--- src/ewt_pkg.sv ---
package ewt_pkg;

  // ****************************************************************
  // Register map (byte offsets on the bus, byte address = index * 4)
  // ****************************************************************
  localparam logic [3:0] ADDR_STATUS_CTRL = 4'h0;
  localparam logic [3:0] ADDR_CLOCK_CFG   = 4'h4;
  localparam logic [3:0] ADDR_COUNT_VALUE = 4'h8;
  localparam logic [3:0] ADDR_WRAP_LIMIT  = 4'hC;

  // ****************************************************************
  // Field positions
  // ****************************************************************
  localparam int FLAG_BIT  = 7;
  localparam int IRQEN_BIT = 6;
  localparam int CLEAR_BIT = 5;
  localparam int HALT_BIT  = 4;
  localparam int SRC_HI    = 5;
  localparam int SRC_LO    = 4;
  localparam int PS_HI     = 3;
  localparam int PS_LO     = 0;

  // ****************************************************************
  // Reset values and encodings
  // ****************************************************************
  localparam logic [7:0] COUNT_RESET = 8'h00;
  localparam logic [7:0] LIMIT_RESET = 8'h00;
  localparam logic [1:0] SRC_RESET   = 2'h0;
  localparam logic [3:0] PS_RESET    = 4'h0;
  localparam logic [3:0] PS_MAX      = 4'h8;
  localparam logic [1:0] SRC_BUS     = 2'h0;
  localparam logic [1:0] SRC_FIXED   = 2'h1;
  localparam logic [1:0] SRC_EXT_FALL = 2'h2;
  localparam logic [1:0] SRC_EXT_RISE = 2'h3;

  // Bus answer states
  typedef enum logic [1:0] {
    BUS_IDLE = 2'b01,
    BUS_ACK  = 2'b10
  } ewt_bus_t;

endpackage : ewt_pkg

--- src/ewt_timer.sv ---
`timescale 1ns/100ps
module ewt_timer (
  // Clock and reset
  input  wire logic        CORE_CLK,
  input  wire logic        RST_B,
  // Wishbone slave
  input  wire logic        WB_CYC_I,
  input  wire logic        WB_STB_I,
  input  wire logic        WB_WE_I,
  input  wire logic [3:0]  WB_ADR_I,
  input  wire logic [0:0]  WB_SEL_I,
  input  wire logic [7:0]  WB_DAT_I,
  output logic      [7:0]  WB_DAT_O,
  output logic             WB_ACK_O,
  // Timer pins and system modes
  input  wire logic        REF_FIXED_CLOCK,
  input  wire logic        EXT_TIMER_CLOCK_IN,
  input  wire logic        STOP_MODE,
  input  wire logic        DEBUG_ACTIVE,
  // Interrupt request
  output logic             OVERFLOW_IRQ
);

  // ****************************************************************
  // Usage notes
  // ****************************************************************
  // Bus timing
  // - Request taken on the edge where cycle and strobe are high
  // - Ack stands for exactly one cycle after that edge; read data holds until the next request
  // - A strobe held through ack is not taken twice; idle one cycle
  // - Writes with the byte lane off are acked but change nothing
  // - Unmapped reads return zero; unmapped writes are ignored
  // Counting
  // - Limit of zero runs the full range, otherwise zero up to limit
  // - Clear bit and any limit write also zero the prescaler,
  //   so the first period after a clear is always a full one
  // - Source and prescale changes keep the count; the prescaler
  //   is not cleared either, so the first period after a change
  //   may be short
  // - Count register writes are ignored without error
  // - Pin edges lag the pin by three cycles through the synchroniser
  // - A pin faster than a quarter of the bus rate loses edges
  // - Reference clock is sampled; it must stay below half bus rate
  // Flag and interrupt
  // - Flag write-zero clears only after a status read saw it set; clear bit and limit writes clear it without a read
  // - A wrap in the same cycle as any clear leaves the flag set
  // - Clear bit always reads back as zero
  // - Interrupt line changes in the same cycle as flag and enable
  // Power modes
  // - Stop and debug freeze the count and the prescaler
  // - Nothing in this block wakes the core from stop
  // - Leaving stop through reset is the ordinary async reset
  // - Wait is not seen here; the timer simply keeps running
  // Limitations
  // - One byte lane only; wider accesses see the low byte
  // - No wake output; the core sees only the interrupt level
  // - Fixed source needs the reference in its valid mode


  // ****************************************************************
  // Helper functions
  // ****************************************************************
  // Prescale code to tap; codes above eight saturate at 256
  function automatic logic [3:0] ps_tap(input logic [3:0] code);
    ps_tap = (code > ewt_pkg::PS_MAX) ? ewt_pkg::PS_MAX : code;
  endfunction : ps_tap

  // Address match, used by every decode except the read mux
  function automatic logic hit(input logic [3:0] adr,
                               input logic [3:0] want);
    hit = (adr == want);
  endfunction : hit

  // ****************************************************************
  // State
  // ****************************************************************
  // Counter, limit and control fields
  logic [7:0] count_q, count_d;
  logic [7:0] limit_q, limit_d;
  logic       flag_q, flag_d;
  logic       irqen_q, irqen_d;
  logic       halt_q, halt_d;
  logic [1:0] src_q, src_d;
  logic [3:0] ps_q, ps_d;
  // Flag clear handshake and prescaler
  logic       flag_seen_q, flag_seen_d;
  logic [7:0] pre_q, pre_d;
  // Source edge detectors and synchroniser
  logic       fix_div_q, fix_div_d;
  logic       fix_prev_q, fix_prev_d;
  logic       ext_s1_q, ext_s2_q, ext_prev_q;
  // Registered outputs and bus state
  logic       irq_q, irq_d;
  logic [7:0] rdata_q, rdata_d;
  ewt_pkg::ewt_bus_t bus_q, bus_d;

  // Combinational helpers
  logic       req, wr, rd;
  logic       src_edge, tick, wrap, reset_cnt;
  logic [8:0] pre_taps;

  // ****************************************************************
  // Bus decode
  // ****************************************************************
  // One-cycle ack; a new request is only taken when idle
  assign req = WB_CYC_I & WB_STB_I & (bus_q == ewt_pkg::BUS_IDLE);
  assign wr  = req & WB_WE_I & WB_SEL_I[0];
  assign rd  = req & ~WB_WE_I;

  // ****************************************************************
  // Source selection
  // ****************************************************************
  // Pin is only ever read through the second synchroniser stage
  always_ff @(posedge CORE_CLK or negedge RST_B) begin
    if (!RST_B) begin
      ext_s1_q   <= 1'b0;
      ext_s2_q   <= 1'b0;
      ext_prev_q <= 1'b0;
    end else begin
      ext_s1_q   <= EXT_TIMER_CLOCK_IN;
      ext_s2_q   <= ext_s1_q;
      ext_prev_q <= ext_s2_q;
    end
  end

  // Edge pick; external pin assumed below a quarter of bus rate
  always_comb begin
    fix_prev_d = REF_FIXED_CLOCK;
    fix_div_d  = fix_div_q ^ (REF_FIXED_CLOCK & ~fix_prev_q);
    case (src_q)
      ewt_pkg::SRC_BUS:      src_edge = 1'b1;
      ewt_pkg::SRC_FIXED:    src_edge = fix_div_d & ~fix_div_q;
      ewt_pkg::SRC_EXT_FALL: src_edge = ext_prev_q & ~ext_s2_q;
      ewt_pkg::SRC_EXT_RISE: src_edge = ext_s2_q & ~ext_prev_q;
      default:               src_edge = 1'b0;
    endcase
  end

  // ****************************************************************
  // Prescaler and counter
  // ****************************************************************
  // Stop and debug freeze the count and the prescaler; nothing here wakes from stop
  // Run gate shared by prescaler and counter
  logic run;
  assign run       = ~halt_q & ~STOP_MODE & ~DEBUG_ACTIVE;
  assign reset_cnt = (wr & hit(WB_ADR_I, ewt_pkg::ADDR_STATUS_CTRL)
                      & WB_DAT_I[ewt_pkg::CLEAR_BIT])
                   | (wr & hit(WB_ADR_I, ewt_pkg::ADDR_WRAP_LIMIT));

  // Tap k fires when the low k bits of the divider roll over
  genvar k;
  // Tap zero is the undivided source
  assign pre_taps[0] = 1'b1;
  generate
    for (k = 1; k < 9; k = k + 1) begin : g_tap
      assign pre_taps[k] = &pre_q[k-1:0];
    end
  endgenerate

  assign tick = run & src_edge & pre_taps[ps_tap(ps_q)];
  // Limit of zero gives the free-running full range
  assign wrap = tick & ((limit_q == ewt_pkg::LIMIT_RESET) ?
                        (count_q == 8'hFF) : (count_q == limit_q));

  // Prescaler and count next values; clear beats counting
  always_comb begin
    pre_d   = pre_q;
    count_d = count_q;
    if (reset_cnt) begin
      pre_d   = 8'h00;
      count_d = ewt_pkg::COUNT_RESET;
    end else if (run & src_edge) begin
      pre_d = pre_q + 8'h01;
      if (tick) begin
        count_d = wrap ? ewt_pkg::COUNT_RESET : count_q + 8'h01;
      end
    end
  end

  // ****************************************************************
  // Control registers
  // ****************************************************************
  // Next values of the control fields and the flag
  always_comb begin
    limit_d     = limit_q;
    irqen_d     = irqen_q;
    halt_d      = halt_q;
    src_d       = src_q;
    ps_d        = ps_q;
    flag_seen_d = flag_seen_q;
    flag_d      = flag_q;
    if (rd & hit(WB_ADR_I, ewt_pkg::ADDR_STATUS_CTRL) & flag_q) begin
      flag_seen_d = 1'b1;
    end
    if (wr & hit(WB_ADR_I, ewt_pkg::ADDR_STATUS_CTRL)) begin
      irqen_d = WB_DAT_I[ewt_pkg::IRQEN_BIT];
      halt_d  = WB_DAT_I[ewt_pkg::HALT_BIT];
      if (flag_seen_q & ~WB_DAT_I[ewt_pkg::FLAG_BIT]) begin
        flag_d      = 1'b0;
        flag_seen_d = 1'b0;
      end
    end
    if (wr & hit(WB_ADR_I, ewt_pkg::ADDR_CLOCK_CFG)) begin
      src_d = WB_DAT_I[ewt_pkg::SRC_HI:ewt_pkg::SRC_LO];
      ps_d  = WB_DAT_I[ewt_pkg::PS_HI:ewt_pkg::PS_LO];
    end
    if (wr & hit(WB_ADR_I, ewt_pkg::ADDR_WRAP_LIMIT)) begin
      limit_d = WB_DAT_I;
    end
    if (reset_cnt) begin
      flag_d      = 1'b0;
      flag_seen_d = 1'b0;
    end
    // A wrap in the clearing cycle wins
    if (wrap) begin
      flag_d = 1'b1;
    end
    irq_d = flag_d & irqen_d;
  end

  // ****************************************************************
  // Read mux and bus answer
  // ****************************************************************
  // Read data latched on the taking edge, held until the next
  always_comb begin
    bus_d   = ewt_pkg::BUS_IDLE;
    rdata_d = rdata_q;
    if (req) begin
      bus_d = ewt_pkg::BUS_ACK;
      case (WB_ADR_I)
        ewt_pkg::ADDR_STATUS_CTRL:
          rdata_d = {flag_q, irqen_q, 1'b0, halt_q, 4'h0};
        ewt_pkg::ADDR_CLOCK_CFG:   rdata_d = {2'h0, src_q, ps_q};
        ewt_pkg::ADDR_COUNT_VALUE: rdata_d = count_q;
        ewt_pkg::ADDR_WRAP_LIMIT:  rdata_d = limit_q;
        default:                   rdata_d = 8'h00;
      endcase
    end
  end

  // ****************************************************************
  // Registers
  // ****************************************************************
  // Async reset returns every field; halt set, irq enable cleared
  always_ff @(posedge CORE_CLK or negedge RST_B) begin
    if (!RST_B) begin
      count_q     <= ewt_pkg::COUNT_RESET;
      limit_q     <= ewt_pkg::LIMIT_RESET;
      flag_q      <= 1'b0;
      irqen_q     <= 1'b0;
      halt_q      <= 1'b1;
      src_q       <= ewt_pkg::SRC_RESET;
      ps_q        <= ewt_pkg::PS_RESET;
      flag_seen_q <= 1'b0;
      pre_q       <= 8'h00;
      fix_div_q   <= 1'b0;
      fix_prev_q  <= 1'b0;
      irq_q       <= 1'b0;
      rdata_q     <= 8'h00;
      bus_q       <= ewt_pkg::BUS_IDLE;
    end else begin
      count_q     <= count_d;
      limit_q     <= limit_d;
      flag_q      <= flag_d;
      irqen_q     <= irqen_d;
      halt_q      <= halt_d;
      src_q       <= src_d;
      ps_q        <= ps_d;
      flag_seen_q <= flag_seen_d;
      pre_q       <= pre_d;
      fix_div_q   <= fix_div_d;
      fix_prev_q  <= fix_prev_d;
      irq_q       <= irq_d;
      rdata_q     <= rdata_d;
      bus_q       <= bus_d;
    end
  end


  // Outputs taken straight from their flops
  assign WB_DAT_O     = rdata_q;
  assign WB_ACK_O     = (bus_q == ewt_pkg::BUS_ACK);
  assign OVERFLOW_IRQ = irq_q;

endmodule : ewt_timer

--- config.mk ---
export PLATFORM = sky130hd
export DESIGN_NAME = ewt_timer
export DESIGN_NICKNAME = d
export VERILOG_FILES = /design/src/ewt_pkg.sv /design/src/ewt_timer.sv
export SDC_FILE = /design/constraint.sdc
export NUM_CORES = 1
export LEC_CHECK = 0
export ABC_CLOCK_PERIOD_IN_PS = 3500
export BUFFER_PORTS_ARGS = -buffer_cell sky130_fd_sc_hd__buf_2
export CAP_MARGIN = 20
export CORE_ASPECT_RATIO = 1.4
export CORE_MARGIN = 4
export CORE_UTILIZATION = 30
export CTS_BUF_LIST = sky130_fd_sc_hd__clkbuf_8
export CTS_CLUSTER_DIAMETER = 30
export DETAILED_ROUTE_END_ITERATION = 10
export PLACE_DENSITY_LB_ADDON = 0.05
export SLEW_MARGIN = 20
export SYNTH_ARGS = -nofsm -noshare
export SYNTH_HDL_FRONTEND = slang
export SYNTH_SLANG_ARGS = --single-unit
--- constraint.sdc ---
create_clock -name CORE_CLK -period 3.5 [get_ports CORE_CLK]
set_input_delay 0 -clock CORE_CLK [delete_from_list [all_inputs] [get_ports CORE_CLK]]
set_output_delay 0 -clock CORE_CLK [all_outputs]
set_load 0.01 [all_outputs]
==> impl_metrics.toml <==
[run_status]
status = "completed"

[floorplan]
fp.dieArea_mm2 = 0.0102
initial_core_util_pct = 31.2
die_height_um = 118
rows = 39
ios = 32
core_area_mm2 = 0.00830
die_x_um = 86.5

[setup_path]
crit_required_ns = 3.71
crit_arrival_ns = 2.69
startpoint = "pre_q[0]$_DFFE_PN0P_"
rr_startpoint = "pre_q[0]$_DFFE_PN0P_"
worstSetupPathType = "register to register"
critPathCaptureType = "register"
cp_max_fo = 6
cp-start-kind = "register"

[timing]
fin_setup_tns_ns = 0
period_minus_slack_ns = 2.48
finalWorstSetupSlack_ns = 1.02
skew_ns = 0.0126
fmax_mhz = 403
relSlewSlack_pct = 60.6
hold_violations = 0
period_share_pct = 70.9
rsz0062_at_grt = "no"
setup_viol = 0
tightest_slew_ns = 0.591
drv_slew = 0

[min_path]
hold_path_startpoint = "WB_WE_I"
hp-class = "input port to register"

[yosys]
synth_compound_area_share_pct = 12.1
synth_area_leaders = "dfrtp_1 (46%), mux2_2 (8.3%), nand2_1 (4.9%)"
synth.most_common_cell = "dfrtp_1"
synth_xor_area_share_pct = 3.72
synth_edf_count = 0
yosys.area_share.simple_pct = 19.6
synth_top_family_by_area = "simple AND/OR/NAND/NOR gates"
yosysWarnings = 0
synth_mux_area_share_pct = 11.5
synthesis.nets = 277
synth_common_cells = "dfrtp_1 (48), nand2_1 (34), mux2_2 (19)"
async_flop_share_pct = 100
seq_area_frac_synth_pct = 48.4
ys_types = 50
syn_avg_cell_area_um2 = 10.4
synth-adder-area-share_pct = 2.42
synth-seq-cells = 50
synthCells = 250
synth_area_mm2 = 0.00259
synth_top_area_share_pct = 46.4
ys.flop_type = "dfrtp_1"
yosys.area.top_type = "dfrtp_1"

[clocking]
clk_path_buf_depth = 2
cts_tree = "done"
htree_levels = 2
cts_setup_buffers = 0
cts_resized = 0
hold_buffers = 11
root_buffer = "clkbuf_8"
clock_sinks = 50
cts_made_buffers = 5
clkLatencyLatePin_ns = 0.30
clk_pin_slew_worst_paths_ns = 0.10

[cells_and_area]
drive_gt1_share_pct = 24.8
final_nets = 324
finalInstanceArea_mm2 = 0.00309
area_growth_syn_to_layout_pct = 19.2
n_antenna_cell = 0
n_fill_cell = 869

[power]
vdd_ir_drop_max_uv = 261
p_leak_uw = 0.00142
powerDensity_mw_per_mm2 = 553

[global_route]
grt_usage_pct = 14.0
grt_overflow = 0
grt_max_degree = 30
antenna_found_initial = 0
grt_pass1_vias = 2232
grt_pass1_wl_mm = 11.3

[detailed_routing]
drtAntennaViolNets = 0
drc = 0
routedWlPerCell_um = 16.5
via_per_inst = 5.02
routed_wl_mm = 6.59
num_vias = 2009
drt_iter0_markers = 79
drt-pass1-iter-count = 4

[run]
max-cap-violations = 0

[placed_design]
hpwl_mm = 4.99
gp_congestion = 0.751
portBuffers = 31
place_ws_ns = 1.02
placed_cell_area_mm2 = 0.00287
[critical path, cell delays in order (launching register included)]
cell and delay, ns:
dfrtp_1 0.43, ha_1 0.28, and3_1 0.20, ha_1 0.16, mux4_2 0.46, a211oi_2 0.28, or3_4 0.19, nand2_1 0.14
o221ai_1 0.23
[worst paths after layout]
| kind | to | slack [ns] | cells after the start |
|---|---|---|---|
| worst max-delay path | count_q[5]$_DFFE_PN0P_ | 1.02 | 8 |
| worst min-delay path | flag_seen_q$_DFF_PN0_ | 0.05 | 4 |
| worst max register to register | count_q[5]$_DFFE_PN0P_ | 1.02 | 8 |
| worst min register to register | ext_s2_q$_DFF_PN0_ | 0.36 | 0 |
| max in group asynchronous | bus_q[0]$_DFF_PN1_ | 2.50 | 3 |
| min in group asynchronous | WB_DAT_O[6]$_DFFE_PN0N_ | 0.19 | 2 |
[power by group]
part           leakage (uW)  internal, uW  switching, uW
Sequential         0.000627           684            141
Clock             0.0000556           211            203
Combinational      0.000738           214            256
Total               0.00142          1110            600
[metal layers]
layer / GRT usage [%] / vias to the layer above / wire length (um)
met4: 4.00 / 0 / 61
li1: - / 998 / -
met3: 2.52 / 4 / 163
met2: 24.9 / 27 / 3590
met1: 17.0 / 980 / 2780
met5: 0 / - / 0
[final cells by class]
| type | count | area [um^2] | share of cell area [%] |
|---|---|---|---|
| Clock inverter | 3 | 41.3 | 1.34 |
| Multi-Input combinational cell | 186 | 1280 | 41.4 |
| Clock buffer | 5 | 68.8 | 2.23 |
| Sequential cell | 50 | 1250 | 40.6 |
| Timing Repair Buffer | 44 | 280 | 9.08 |
| Tap cell | 102 | 128 | 4.13 |
| Inverter | 10 | 37.5 | 1.22 |
[stage by stage]
stage                     hold WS (ns)  power (uW)  cells  util (%)
after floorplan                 -0.296        1150    250         -
after global placement         0.00782        1300    381      34.6
after detailed placement      -0.00290        1310    381      34.6
after CTS                       0.0370        1740    400      37.2
after global routing            0.0497        1850    400      37.2
final                           0.0459        1710    400      37.2
[registers in the layout, summed over array words and instances, names as in the netlist, 2 cells and up]
register  flops
pre_q         8
ps_q          4
src_q         2
bus_q         2
WB_DAT_O      8
count_q       8
limit_q       8
[cell usage in the layout (no fill, tap or decap), types with 2 or more instances in the layout]
cell type	instances
dfstp_2	2
xnor2_1	8
buf_2	31
o221ai_1	5
nand3_1	10
nor2_1	16
and3_1	2
nand4_1	8
dlygate4sd3_1	11
buf_4	2
a31oi_1	2
a22oi_1	7
nor2b_1	4
mux2_2	19
mux2i_1	4
nor4_1	3
nand2b_1	2
ha_1	5
xor2_1	3
nor3_1	6
inv_1	10
nand2_1	34
dfrtp_1	48
o21ai_0	15
mux4_2	2
clkbuf_8	5
a21oi_1	7
nand3b_1	2
[cell families (layout without fill, tap and decap cells)]
| logic type | after synthesis | count (layout) |
|---|---|---|
| simple gates | 99 | 99 |
| flops | 50 | 50 |
| compound gates | 46 | 46 |
| mux | 25 | 25 |
| buf+inv | 14 | 62 |
| xor+xnor | 11 | 11 |
| fa+ha+maj | 5 | 5 |
Note: power is estimated with default switching activity, not from simulation.
